## src/hdl/ivp_pkg.sv

```systemverilog
// Constants shared by the interrupt vector and priority arbiter.
// Assumes a 24-bit program address space and two-word vector slots.
package ivp_pkg;

    // Widths of the arbiter's buses.
    localparam int NSRC = 50;
    localparam int IDX_W = 6;
    localparam int LVL_W = 2;
    localparam int ADDR_W = 24;
    localparam int SLOT_W = 8;
    localparam int NLVL = 4;

    // Level codes: 3 is the nonmaskable level, and a maskable source set to 3 is disabled.
    localparam logic [1:0] LVL_NMI = 2'h3;
    localparam logic [1:0] LVL_OFF = 2'h3;

    // Position of each source group in the fixed priority order, index 0 highest.
    localparam int IDX_RESET = 0;
    localparam int IDX_STACK = 1;
    localparam int IDX_ILLEGAL = 2;
    localparam int IDX_DEBUG = 3;
    localparam int IDX_TRAP = 4;
    localparam int IDX_NMI = 5;
    localparam int IDX_HC_NMI = 6;
    localparam int IDX_EXT = 7;
    localparam int IDX_DMA = 11;
    localparam int IDX_HC = 17;
    localparam int IDX_HOST = 18;
    localparam int IDX_SSP0 = 27;
    localparam int IDX_SSP1 = 33;
    localparam int IDX_ASP = 39;
    localparam int IDX_TMR = 44;

    // Group sizes.
    localparam int N_EXT = 4;
    localparam int N_DMA = 6;
    localparam int N_HOST = 9;
    localparam int N_SSP = 6;
    localparam int N_ASP = 5;
    localparam int N_TMR = 6;

    // Vector slot offset for each index of the priority order.
    localparam logic [SLOT_W-1:0] SLOT [NSRC] = '{
        8'h00, 8'h02, 8'h04, 8'h06, 8'h08, 8'h0A, 8'h72,
        8'h10, 8'h12, 8'h14, 8'h16,
        8'h18, 8'h1A, 8'h1C, 8'h1E, 8'h20, 8'h22,
        8'h72,
        8'h60, 8'h62, 8'h64, 8'h66, 8'h68, 8'h6A, 8'h6C, 8'h6E, 8'h70,
        8'h32, 8'h30, 8'h34, 8'h38, 8'h3A, 8'h36,
        8'h42, 8'h40, 8'h44, 8'h48, 8'h4A, 8'h46,
        8'h52, 8'h50, 8'h54, 8'h56, 8'h58,
        8'h26, 8'h24, 8'h2A, 8'h28, 8'h2E, 8'h2C
    };

    // Reset values of the grant outputs.
    localparam logic [ADDR_W-1:0] RST_ADDR = 24'h00_0000;
    localparam logic [IDX_W-1:0] RST_SRC = 6'h00;
    localparam logic [LVL_W-1:0] RST_LVL = 2'h0;

endpackage

```

## src/hdl/ivp_arbiter.sv

```systemverilog
// Interrupt vector and priority arbiter for a signal processor core.
// Assumes all request inputs are levels held until serviced, synchronous to mclk.
//
// What this block does
// - Level 3 is nonmaskable; peripheral and external sources take maskable levels 0 to 2.
// - Host command vectors to slot 0x72 joined to the base, nonmaskable by default, else maskable.
// - Nonmaskable order: reset, stack, illegal, debug, trap, NMI, host command.
// - Core slots at 0x00 to 0x0A; 0x0C and 0x0E reserved.
// - Maskable ties: external A-D, DMA 0-5, host command, then host port sources.
// - Host port order: termination, abort, parity, complete, master/slave receive, transmit, address.
// - Sync port order: rx exception, rx, rx last, tx exception, tx last, tx; port 0 first.
// - Then async: rx exception, rx, tx, idle, timer; then timers, overflow before compare.
// - Sync port 0 slots 0x30 to 0x3A; 0x3C and 0x3E reserved.
// - Sync port 1 slots 0x40 to 0x4A; 0x4C and 0x4E reserved.
// - Async slots 0x50 to 0x58; 0x5A to 0x5E unassigned.
// - Host port slots 0x60 to 0x70 in two-word steps.
`timescale 1ns/100ps

module ivp_arbiter
    import ivp_pkg::*;
(
    // Clock and reset.
    input wire logic mclk,
    input wire logic rst,
    // Core exception requests and the core's current mask level.
    input wire logic core_req_reset,
    input wire logic core_req_stack,
    input wire logic core_req_illegal,
    input wire logic core_req_debug,
    input wire logic core_req_trap,
    input wire logic core_req_nmi,
    input wire logic [ivp_pkg::LVL_W-1:0] core_mask,
    input wire logic [ivp_pkg::ADDR_W-1:0] vector_base,
    // External request pins, each with its own level.
    input wire logic ext_request_a,
    input wire logic ext_request_b,
    input wire logic ext_request_c,
    input wire logic ext_request_d,
    input wire logic [ivp_pkg::N_EXT-1:0][ivp_pkg::LVL_W-1:0] ext_level,
    // DMA channels, each with its own level.
    input wire logic [ivp_pkg::N_DMA-1:0] dma_req,
    input wire logic [ivp_pkg::N_DMA-1:0][ivp_pkg::LVL_W-1:0] dma_level,
    // Host port and host command.
    input wire logic host_cmd_req,
    input wire logic host_cmd_maskable,
    input wire logic [ivp_pkg::N_HOST-1:0] host_req,
    input wire logic [ivp_pkg::LVL_W-1:0] host_level,
    // Serial ports.
    input wire logic [ivp_pkg::N_SSP-1:0] sync_serial_port0_req,
    input wire logic [ivp_pkg::LVL_W-1:0] sync_serial_port0_level,
    input wire logic [ivp_pkg::N_SSP-1:0] sync_serial_port1_req,
    input wire logic [ivp_pkg::LVL_W-1:0] sync_serial_port1_level,
    input wire logic [ivp_pkg::N_ASP-1:0] async_serial_port_req,
    input wire logic [ivp_pkg::LVL_W-1:0] async_serial_port_level,
    // Timers.
    input wire logic [ivp_pkg::N_TMR-1:0] timer_req,
    input wire logic [ivp_pkg::LVL_W-1:0] timer_level,
    // Grant to the core sequencer.
    output logic irq_valid,
    output logic [ivp_pkg::LVL_W-1:0] irq_level,
    output logic [ivp_pkg::IDX_W-1:0] irq_source,
    output logic [ivp_pkg::ADDR_W-1:0] irq_address
);

    import ivp_pkg::*;

    logic [NSRC-1:0] src_req;
    logic [NSRC-1:0][LVL_W-1:0] src_lvl;
    logic [NSRC-1:0] src_elig;
    logic [NLVL-1:0][NSRC-1:0] lvl_req;
    logic [NLVL-1:0] pick_any;
    logic [NLVL-1:0][IDX_W-1:0] pick_idx;
    logic next_valid;
    logic [LVL_W-1:0] next_level;
    logic [IDX_W-1:0] next_source;
    logic [ADDR_W-1:0] next_address;

    // Lays every request out in the fixed priority order with its level.
    always_comb begin
        src_req = '0;
        src_lvl = '0;
        // Core exceptions sit at the nonmaskable level, reset first.
        src_req[IDX_RESET] = core_req_reset;
        src_req[IDX_STACK] = core_req_stack;
        src_req[IDX_ILLEGAL] = core_req_illegal;
        src_req[IDX_DEBUG] = core_req_debug;
        src_req[IDX_TRAP] = core_req_trap;
        src_req[IDX_NMI] = core_req_nmi;
        for (int i = IDX_RESET; i <= IDX_HC_NMI; i++) begin
            src_lvl[i] = LVL_NMI;
        end
        // Host command goes nonmaskable unless software chose the maskable form.
        src_req[IDX_HC_NMI] = host_cmd_req && !host_cmd_maskable;
        src_req[IDX_HC] = host_cmd_req && host_cmd_maskable;
        src_lvl[IDX_HC] = host_level;
        // External pins come first among maskable sources, then DMA.
        src_req[IDX_EXT + 0] = ext_request_a;
        src_req[IDX_EXT + 1] = ext_request_b;
        src_req[IDX_EXT + 2] = ext_request_c;
        src_req[IDX_EXT + 3] = ext_request_d;
        for (int i = 0; i < N_EXT; i++) begin
            src_lvl[IDX_EXT + i] = ext_level[i];
        end
        for (int i = 0; i < N_DMA; i++) begin
            src_req[IDX_DMA + i] = dma_req[i];
            src_lvl[IDX_DMA + i] = dma_level[i];
        end
        // Host port sources follow the host command, bit 0 first.
        for (int i = 0; i < N_HOST; i++) begin
            src_req[IDX_HOST + i] = host_req[i];
            src_lvl[IDX_HOST + i] = host_level;
        end
        // Sync port 0 ranks wholly above sync port 1.
        for (int i = 0; i < N_SSP; i++) begin
            src_req[IDX_SSP0 + i] = sync_serial_port0_req[i];
            src_lvl[IDX_SSP0 + i] = sync_serial_port0_level;
            src_req[IDX_SSP1 + i] = sync_serial_port1_req[i];
            src_lvl[IDX_SSP1 + i] = sync_serial_port1_level;
        end
        // Async port, then the timers at the very bottom.
        for (int i = 0; i < N_ASP; i++) begin
            src_req[IDX_ASP + i] = async_serial_port_req[i];
            src_lvl[IDX_ASP + i] = async_serial_port_level;
        end
        for (int i = 0; i < N_TMR; i++) begin
            src_req[IDX_TMR + i] = timer_req[i];
            src_lvl[IDX_TMR + i] = timer_level;
        end
    end

    // A maskable source counts only if enabled and not below the core mask.
    always_comb begin
        src_elig = '0;
        for (int i = 0; i < NSRC; i++) begin
            if (i <= IDX_HC_NMI) begin
                src_elig[i] = src_req[i];
            end else begin
                src_elig[i] = src_req[i] && (src_lvl[i] != LVL_OFF) && (src_lvl[i] >= core_mask);
            end
        end
    end

    // Splits the eligible requests by level; one process keeps a single driver on the whole array.
    always_comb begin
        lvl_req = '0;
        for (int l = 0; l < NLVL; l++) begin
            for (int i = 0; i < NSRC; i++) begin
                lvl_req[l][i] = src_elig[i] && (src_lvl[i] == LVL_W'(l));
            end
        end
    end

    // One first-set picker per level gives the in-level tie winner.
    genvar gl;
    generate
        for (gl = 0; gl < NLVL; gl++) begin : g_lvl
            ivp_first_pick #(
                .N(NSRC),
                .W(IDX_W)
            ) u_pick (
                .req(lvl_req[gl]),
                .any(pick_any[gl]),
                .idx(pick_idx[gl])
            );
        end
    endgenerate

    // The highest level holding any request wins; the slot joins the base.
    always_comb begin
        next_valid = 1'b0;
        next_level = RST_LVL;
        next_source = RST_SRC;
        for (int l = 0; l < NLVL; l++) begin
            if (pick_any[l]) begin
                next_valid = 1'b1;
                next_level = LVL_W'(l);
                next_source = pick_idx[l];
            end
        end
        next_address = {vector_base[ADDR_W-1:SLOT_W], SLOT[next_source]};
    end

    // Registers the grant so every output comes from a flip-flop.
    always_ff @(posedge mclk) begin
        if (rst) begin
            irq_valid <= 1'b0;
            irq_level <= RST_LVL;
            irq_source <= RST_SRC;
            irq_address <= RST_ADDR;
        end else begin
            irq_valid <= next_valid;
            irq_level <= next_level;
            irq_source <= next_source;
            irq_address <= next_address;
        end
    end
endmodule

```

## src/hdl/ivp_first_pick.sv

```systemverilog
// Finds the lowest set bit of a request vector.
// Assumes index 0 is the highest priority; purely combinational.
`timescale 1ns/100ps

module ivp_first_pick #(
    parameter int N = 50,
    parameter int W = 6
) (
    // Requests, bit 0 first.
    input wire logic [N-1:0] req,
    // Result.
    output logic any,
    output logic [W-1:0] idx
);

    // Scan downward so the lowest set index is left standing.
    always_comb begin
        any = 1'b0;
        idx = '0;
        for (int i = N - 1; i >= 0; i--) begin
            if (req[i]) begin
                any = 1'b1;
                idx = W'(i);
            end
        end
    end

endmodule

```

## config.mk

```make
export PLATFORM = sky130hd
export DESIGN_NAME = ivp_arbiter
export DESIGN_NICKNAME = d
export VERILOG_FILES = /design/src/hdl/ivp_pkg.sv /design/src/hdl/ivp_arbiter.sv /design/src/hdl/ivp_first_pick.sv
export SDC_FILE = /design/constraint.sdc
export NUM_CORES = 1
export LEC_CHECK = 0
export BUFFER_PORTS_ARGS = -buffer_cell sky130_fd_sc_hd__buf_4
export CAP_MARGIN = 20
export CORE_MARGIN = 5
export CORE_UTILIZATION = 25
export CTS_CLUSTER_SIZE = 24
export DETAILED_ROUTE_END_ITERATION = 8
export PLACE_DENSITY_LB_ADDON = 0.08
export SLEW_MARGIN = 30
export SYNTH_ARGS = -nofsm -noshare
export SYNTH_HDL_FRONTEND = slang
export SYNTH_SLANG_ARGS = --single-unit
```

## constraint.sdc

```tcl
create_clock -name mclk -period 10.96 [get_ports mclk]
set_input_delay 1.644 -clock mclk [delete_from_list [all_inputs] [get_ports mclk]]
set_output_delay 1.644 -clock mclk [all_outputs]
set_load 0.05 [all_outputs]
```

# --- Word-level counts from Yosys, hierarchy flattened ---
# Memories as Yosys holds them, arrays and structs flattened. A register that Yosys moved wholly into a read port is not among the register bits.
# Index checks and enable logic that the tools add are counted.
classes:
  eq_ne: 60
  n_reduce_logical: 276
  muxes: 371
  magnitude_cmp: 16
  bitwise_logic: 1
ops:
  columns: ["operator", "n"]
  rows:
  - ["6-bit 2-to-1 mux", 183]
  - ["1-bit logical AND", 260]
  - ["1-bit 2-to-1 mux", 184]
  - ["2-bit == test, second input constant", 30]
  - ["2-bit by 1-bit == test with 1-bit output, second input constant", 15]
  - ["2-bit greater-or-equal comparator", 15]
  - ["2-bit logical NOT", 15]
  - ["2-bit != test, second input constant", 15]
  - ["8-bit 2-to-1 mux", 2]
  - ["7-bit greater-or-equal comparator, second input constant", 1]
  - ["6-bit NOT with 7-bit output", 1]
  - ["2-bit 2-to-1 mux", 2]
  - ["1-bit logical NOT", 1]
totals:
  rom_bits: 512
  ff_bits: 33
  word_cells: 729
  output_inout_bits: 33
  inputBits: 108
  n_memories: 1
memory_table:
  columns: ["name", "words", "word_bits", "rd", "rd_clocked_by_memory_dff", "wr", "line_no", "source"]
  rows:
  - ["(no name shown)", 64, 8, 1, 1, 0, "ivp_arbiter.sv:180", "next_address = {vector_base[ADDR_W-1:SLOT_W], SLOT[next_source]};"]

# --- Logic depth before layout (Yosys ltp) ---
# Gate-level depths: netlist (run 1).
logic_depth:
  word_depth: 59
  ltp_mapped: 18
  mapped_depth_nobuf: 16

# --- Cells and area by module ---
# From an unflattened synthesis (run 1), not the netlist that was laid out.
unflattened:
  cells_unflattened: 846
  hier_area_um2: 5610.4
modules_own_cells:
  columns: ["mod", "cells_each", "seq_area_each_um2", "instances", "area_per_inst_um2"]
  rows:
  - ["ivp_arbiter", 410, 620.6, 1, 3118.0]
  - ["ivp_first_pick", 109, 0.0, 4, 623.1]

# --- Worst setup path before layout (run 1) ---
# No wires, ideal clock.
synth_timing:
  path_kind: "input to register"
  from: "in core_mask[1] (netlist name)"
  to: "reg irq_address[2] (netlist name)"
  path_buffers: 0
  setup_ns: 0.070
  setup_slack_ns: 5.603
  cell_stages: 16
  t_arrival_ns: 5.287
  required_ns: 10.890
  cell_sequence: "inv_1 -> ha_1 -> o21ai_1 -> nor4_1 -> nor4_1 -> nand4_2 -> nor3_1 -> o21a_1 -> a311oi_1 -> nor4_4 -> inv_1 -> ha_1 -> xnor2_1 -> a22o_1 -> a31o_1 -> a21oi_1"
synth_via:
  elab_chain_cells: 55
  word_cells_on_any_way: 593
  classes_between: "15 x order compare; 362 x mux; 1 x bitwise; 215 x reduce/logical"
synth_rtl:
  columns: ["item", "line_no", "source"]
  rows:
  - ["start: declaration", "ivp_arbiter.sv:32", "input wire logic [ivp_pkg::LVL_W-1:0] core_mask,"]
  - ["2-bit greater-or-equal comparator", "ivp_arbiter.sv:138", "src_elig[i] = src_req[i] && (src_lvl[i] != LVL_OFF) && (src_lvl[i] >= core_mask);"]
  - ["1-bit logical AND", "ivp_arbiter.sv:138", null]
  - ["1-bit logical AND", "ivp_arbiter.sv:148", "lvl_req[l][i] = src_elig[i] && (src_lvl[i] == LVL_W'(l));"]
  - ["6-bit 2-to-1 mux or 1-bit 2-to-1 mux (tied branches) (50 in series)", "ivp_first_pick.sv:21", "if (req[i]) begin"]
  - ["6-bit 2-to-1 mux (*)", "ivp_arbiter.sv:174", "if (pick_any[l]) begin"]
  - ["named net next_source[0]", "ivp_arbiter.sv:75", "logic [IDX_W-1:0] next_source;"]
  - ["6-bit NOT with 7-bit output (implied by the code) (*)", "ivp_arbiter.sv:180", null]
  - ["end: declaration", "ivp_arbiter.sv:62", "output logic [ivp_pkg::ADDR_W-1:0] irq_address"]
# The timed path passes the listed nets; every way through them passes the cells marked *.
# A chain may end at the register's enable or synchronous reset.

# --- Worst setup path after layout (run 1) ---
# Ends and elaborated chain as after synthesis.

==> results of run 1 <==
## metrics by stage
stage | hold slack (ps) | std cells | setup WS (ps)
finish | 1590 | 996 | 4270
global route | 1580 | 996 | 3910
CTS | 1590 | 996 | 4250
detailed placement | 1860 | 989 | 3990
global placement | 1850 | 989 | 4090
floorplan | 1770 | 645 | 5600
## critical path, stage by stage
cell	delay [ps]
buf_4	100
inv_1	590
ha_1	350
o21ai_1	310
nor4_1	130
nor4_1	790
nand4_2	360
nor3_1	370
o21a_1	180
a311oi_1	150
nor4_4	540
inv_1	210
ha_1	410
xnor2_1	150
a22o_1	190
a31o_1	220
a21oi_1	170
## layer usage
metal | GRT usage | vias to the layer above | part of all wire
met2 | 0.293 | 186 | 0.47
met4 | 0.0294 | 0 | 0.012
li1 | - | 2756 | -
met1 | 0.230 | 2667 | 0.45
met5 | 0 | - | 0
met3 | 0.0248 | 18 | 0.063
## cell type report
cell class | instances | area, sq um | area share
timing repair buffer | 132 | 991 | 0.164
inverter | 29 | 109 | 0.0180
multi-input combinational | 563 | 3890 | 0.644
sequential | 31 | 621 | 0.103
clock inverter | 1 | 5.00 | 0.000827
tap | 234 | 293 | 0.0484
clock buffer | 6 | 139 | 0.0230
## logic make-up after synthesis
kind of cell,after synthesis
AO/OA/AOI/OAI,205
XOR/XNOR,1
adder cells (fa/ha/maj),36
buffers and inverters,51
flip-flops,31
multiplexers,4
other,1
AND/OR/NAND/NOR,315
## report_power, final
group | total, mW | internal [mW] | switching [mW]
Sequential | 0.119 | 0.118 | 0.00128
Combinational | 0.250 | 0.0970 | 0.153
Clock | 0.132 | 0.0883 | 0.0436
Total | 0.501 | 0.303 | 0.198
## flip-flops by register name, indices dropped and copies added (netlist names)
name         count
irq_address     22
irq_level        2
irq_source       6
irq_valid        1
## how the worst max path moves through the flow
stage	startpoint	depth (start not counted)	end
floorplan	core_mask[1]	16	irq_address[2]$_SDFF_PP0_
global placement	core_mask[1]	16	irq_address[2]$_SDFF_PP0_
detailed placement	core_mask[1]	17	irq_address[2]$_SDFF_PP0_
CTS	core_mask[1]	17	irq_address[2]$_SDFF_PP0_
global route	core_mask[1]	17	irq_address[2]$_SDFF_PP0_
finish	core_mask[1]	17	irq_address[2]$_SDFF_PP0_
## cell usage in the layout (no fill, tap or decap), drive strengths merged, types with 5 or more instances in the layout
master  instances
buf           132
nor2           71
a21oi          36
ha             36
nor4           36
o21ai          35
nor3           34
nor2b          33
dfxtp          31
nand2          30
inv            29
nand3          17
nor3b          17
or4            13
o22ai          12
or3            11
nand2b         10
o21bai          8
o31ai           8
a31oi           8
or2             8
o21a            7
nor4b           7
and3            6
a311oi          6
o211ai          6
nand4           6
clkbuf          6
a211oi          5
o311ai          5
a21boi          5
and2            5
==> flow_summary.toml, run 1 <==
[setup_path]
cp_data_arrival_time_ps = 6870
cp.required_ps = 11140
end_kind = "flop"
crit_type = "in2reg"
cp_max_fo = 15
cp-start-kind = "input pin"

[synthesis]
synth.most_common_cell = "nor2_1"
synth_edf_count = 0
synthTopCellsByCount = "nor2_1, a21oi_1, ha_1"
synth_top_area_share = 0.131
synth_xor_area_frac = 0.00185
synth_cell_types = 96
synthCells = 644
ys_ff_latch = 31
avgSynthCellArea_sq_um = 7.36
synth.area.mux_share = 0.00977
synth.cell_area_sq_mm = 0.00474
synth_top_family_by_area = "simple AND/OR/NAND/NOR gates"
async_flop_share = 0
ys_warn_count = 0
synth_simple_gate_area_frac = 0.397
synth_adder_area_share = 0.0951
synth.area.top_cells = "dfxtp_1, ha_1, nor2_1"
yosysTopAreaCell = "dfxtp_1"
synth_flop_cell = "dfxtp_1"
synth_seq_area_share = 0.131
synth-compound-area-share = 0.315

[clock_tree]
htreeDepth = 2
clock_sinks = 31
clkTransAtPathRegs_ps = 50
cts_setup_buffers = 0
cts_tree = "yes"
root_buffer = "clkbuf_16"
post_cts_resize_count = 0
hold_buffers = 0
clockBufferDepth = 2
cts_buffers = 5

[drt]
drtPass1Iterations = 6
dr_total_vias = 5627
ant_nets = 0
vias_per_cell = 5.65
dr.first_iter.drc_count = 481
drc = 0
routed_wl_mm = 19.5
routedWlPerCell_um = 19.5

[die]
start_util = 0.253
rows = 50
core_sq_mm = 0.0187
ioPinCount = 141
die-area_sq_mm = 0.0218
die_y_um = 148
fp.dieW_um = 148

[hold_path]
holdPathEnd = "irq_address[10]$_SDFF_PP0_"
worstHoldStart = "vector_base[10]"
worstHoldPathCells = 2
worstHoldPathType = "in2reg"

[global_routing]
grt_overflow_total = 0
antenna_found_initial = 0
grt_usage = 0.170
grt_pass1_vias = 5490
grt_pass1_wl_mm = 30.4
grt_max_degree = 31

[placed_design]
port_buffers = 130
dp_hpwl_mm = 16.3
place_area_sq_mm = 0.00590
gp_congestion = 0.877

[job]
max_cap_violations = 0

[final_layout]
final_util = 0.323
drive_gt1_frac = 0.255
diodes = 0
stdcell_area_sq_mm = 0.00605
syn2layout_area_growth_pct = 27.7
final.fill_count = 2017
nets = 906

[power_and_ir_drop]
p_leak_nw = 2.43
ir_worst_vdd_uv = 50.4
power_mw = 0.501
cellPowerDensity_mw_per_mm2 = 82.8

[timing]
min_period_ps = 6690
rsz0062_at_grt = "false"
hold_viol = 0
post-route-period-util = 0.611
fmax_mhz = 149
setup_viol = 0
setup_tns_ps = 0
slew_headroom = 0.363
worst_pin_slew_ps = 947
slew_violations = 0

[status]
status = "completed"
No activity file was read; power rests on OpenSTA's default activity.
==> run 2: changes to the inputs <==
==> constraint.sdc (replaced) <==
create_clock -name mclk -period 6.3 [get_ports mclk]
set_input_delay 0.945 -clock mclk [delete_from_list [all_inputs] [get_ports mclk]]
set_output_delay 0.945 -clock mclk [all_outputs]
set_load 0.05 [all_outputs]
==> run 2 against run 1 <==
Net effect: power up 85%; wire length up 1.5%; critical path depth up 2; count of clock-buffer cells in the layout unchanged; utilization up 0.54 points; sequential cell count unchanged; sequential share of layout area down 0.17 points; hold slack worse by 700 ps; cell count up 1.0%; non-clock buffer count up 9; highest routed layer unchanged.
==> flow_summary.toml, run 2 (synthesized netlist as in run 1, its figures left out) <==
[timing]
hold_viol = 0
rsz0062_at_grt = "false"
setup_viol = 0
setup_tns_ps = 0
worst_pin_slew_ps = 826
fmax_mhz = 181
post-route-period-util = 0.877
fin_ws_ps = 775
slew_violations = 0
whs_ps = 885
slew_headroom = 0.444
min_period_ps = 5530

[drt]
ant_nets = 0
vias_per_cell = 5.64
routed_wl_mm = 19.7
drc = 0
dr_total_vias = 5675
drtPass1Iterations = 5
routedWlPerCell_um = 19.6
dr.first_iter.drc_count = 373

[power_and_ir_drop]
switching_share = 0.379
combPwrFrac = 0.478
seqPwrFrac = 0.224
cellPowerDensity_mw_per_mm2 = 150
ir_worst_vdd_uv = 103
clock_power_share = 0.299
p_leak_nw = 2.49
power_mw = 0.925
p_switching_mw = 0.351
p_int_mw = 0.574

[job]
max_cap_violations = 0

[setup_path]
cp-start-kind = "input pin"
crit_end = "irq_address[2]$_SDFF_PP0_"
startpoint = "core_mask[1]"
cp.required_ps = 6480
crit_type = "in2reg"
end_kind = "flop"
cp_max_fo = 11
cp_data_arrival_time_ps = 5710

[global_routing]
grt_usage = 0.171
grt_max_degree = 31
grt_pass1_vias = 5542
grt_overflow_total = 0
grt_pass1_wl_mm = 30.5
antenna_found_initial = 0

[die]
core_sq_mm = 0.0187
die-area_sq_mm = 0.0218
start_util = 0.253
ioPinCount = 141
die_y_um = 148
fp.dieW_um = 148
rows = 50

[clock_tree]
clock_sinks = 31
cts_tree = "yes"
root_buffer = "clkbuf_16"
htreeDepth = 2
post_cts_resize_count = 0
hold_buffers = 0
clkTransAtPathRegs_ps = 50
clockBufferDepth = 2
cts_setup_buffers = 0
cts_buffers = 5

[placed_design]
place_area_sq_mm = 0.00597
dp_hpwl_mm = 16.6
port_buffers = 130
gp_congestion = 0.885
dp_slack_ps = 501
place_inst = 998

[final_layout]
drive_gt1_frac = 0.266
syn2layout_area_growth_pct = 29.8
nets = 915
final_util = 0.329
largest_register_ffs = 22
layout.cells.non_filler = 1006
stdcell_area_sq_mm = 0.00615
top_register = "irq_address"
diodes = 0
layout_commonest_cell = "buf_4"
biggestRegsByFlops = "irq_address x22, irq_source x6, irq_level x2"
final_cell_mix = "buf_4, nor2_1, ha_1"

[status]
status = "completed"

[hold_path]
worstHoldPathType = "in2reg"
## run 2: changes by cell type in the layout (fill, tap and decap cells not counted), sizes merged
cell and delta:
buf +9, bufinv +1
## run 2: layout make-up
type	count	area (sq um)
flip-flops and latches	31	621
inverters	29	109
well taps	234	293
multi-input cells	563	3900
fillers	2007	12600
clock buffers	6	139
repair buffers	141	1060
clock inverters	2	35.0
## run 2: worst max-delay path, cell delays in order
cell	delay, ps
buf_4	70
inv_1	230
buf_4	290
ha_1	260
or3b_2	500
nand3_1	240
o22ai_1	170
a2111oi_0	650
buf_4	220
a211oi_1	40
a211oi_1	360
a311oi_1	150
nor4_4	280
inv_1	170
ha_1	390
xnor2_1	150
a22o_1	180
a31o_1	210
a21oi_1	180
## run 2: routing by layer
metal | track usage | share of wire | vias up
met5 | 0 | 0 | -
met4 | 0.0275 | 0.014 | 0
met3 | 0.0205 | 0.051 | 21
met2 | 0.297 | 0.47 | 195
met1 | 0.232 | 0.46 | 2678
li1 | - | - | 2781
## run 2: power by group through the flow
stage,clock network [mW],logic (mW),registers (mW)
after floorplan,0,0.238,0.241
after global placement,0,0.432,0.211
after detailed placement,0,0.436,0.211
after CTS,0.282,0.438,0.207
after global routing,0.289,0.479,0.208
final,0.276,0.442,0.207
## run 2: worst min-delay path by stage
stage	startpoint	to	slack [ps]	depth (start not counted)
2_1_floorplan	vector_base[10]	irq_address[10]$_SDFF_PP0_	1070	1
3_3_place_gp	vector_base[12]	irq_address[12]$_SDFF_PP0_	1150	2
3_5_place_dp	vector_base[19]	irq_address[19]$_SDFF_PP0_	1160	2
4_1_cts	vector_base[14]	irq_address[14]$_SDFF_PP0_	880	2
5_1_grt	vector_base[11]	irq_address[11]$_SDFF_PP0_	890	2
6_report	vector_base[12]	irq_address[12]$_SDFF_PP0_	880	2
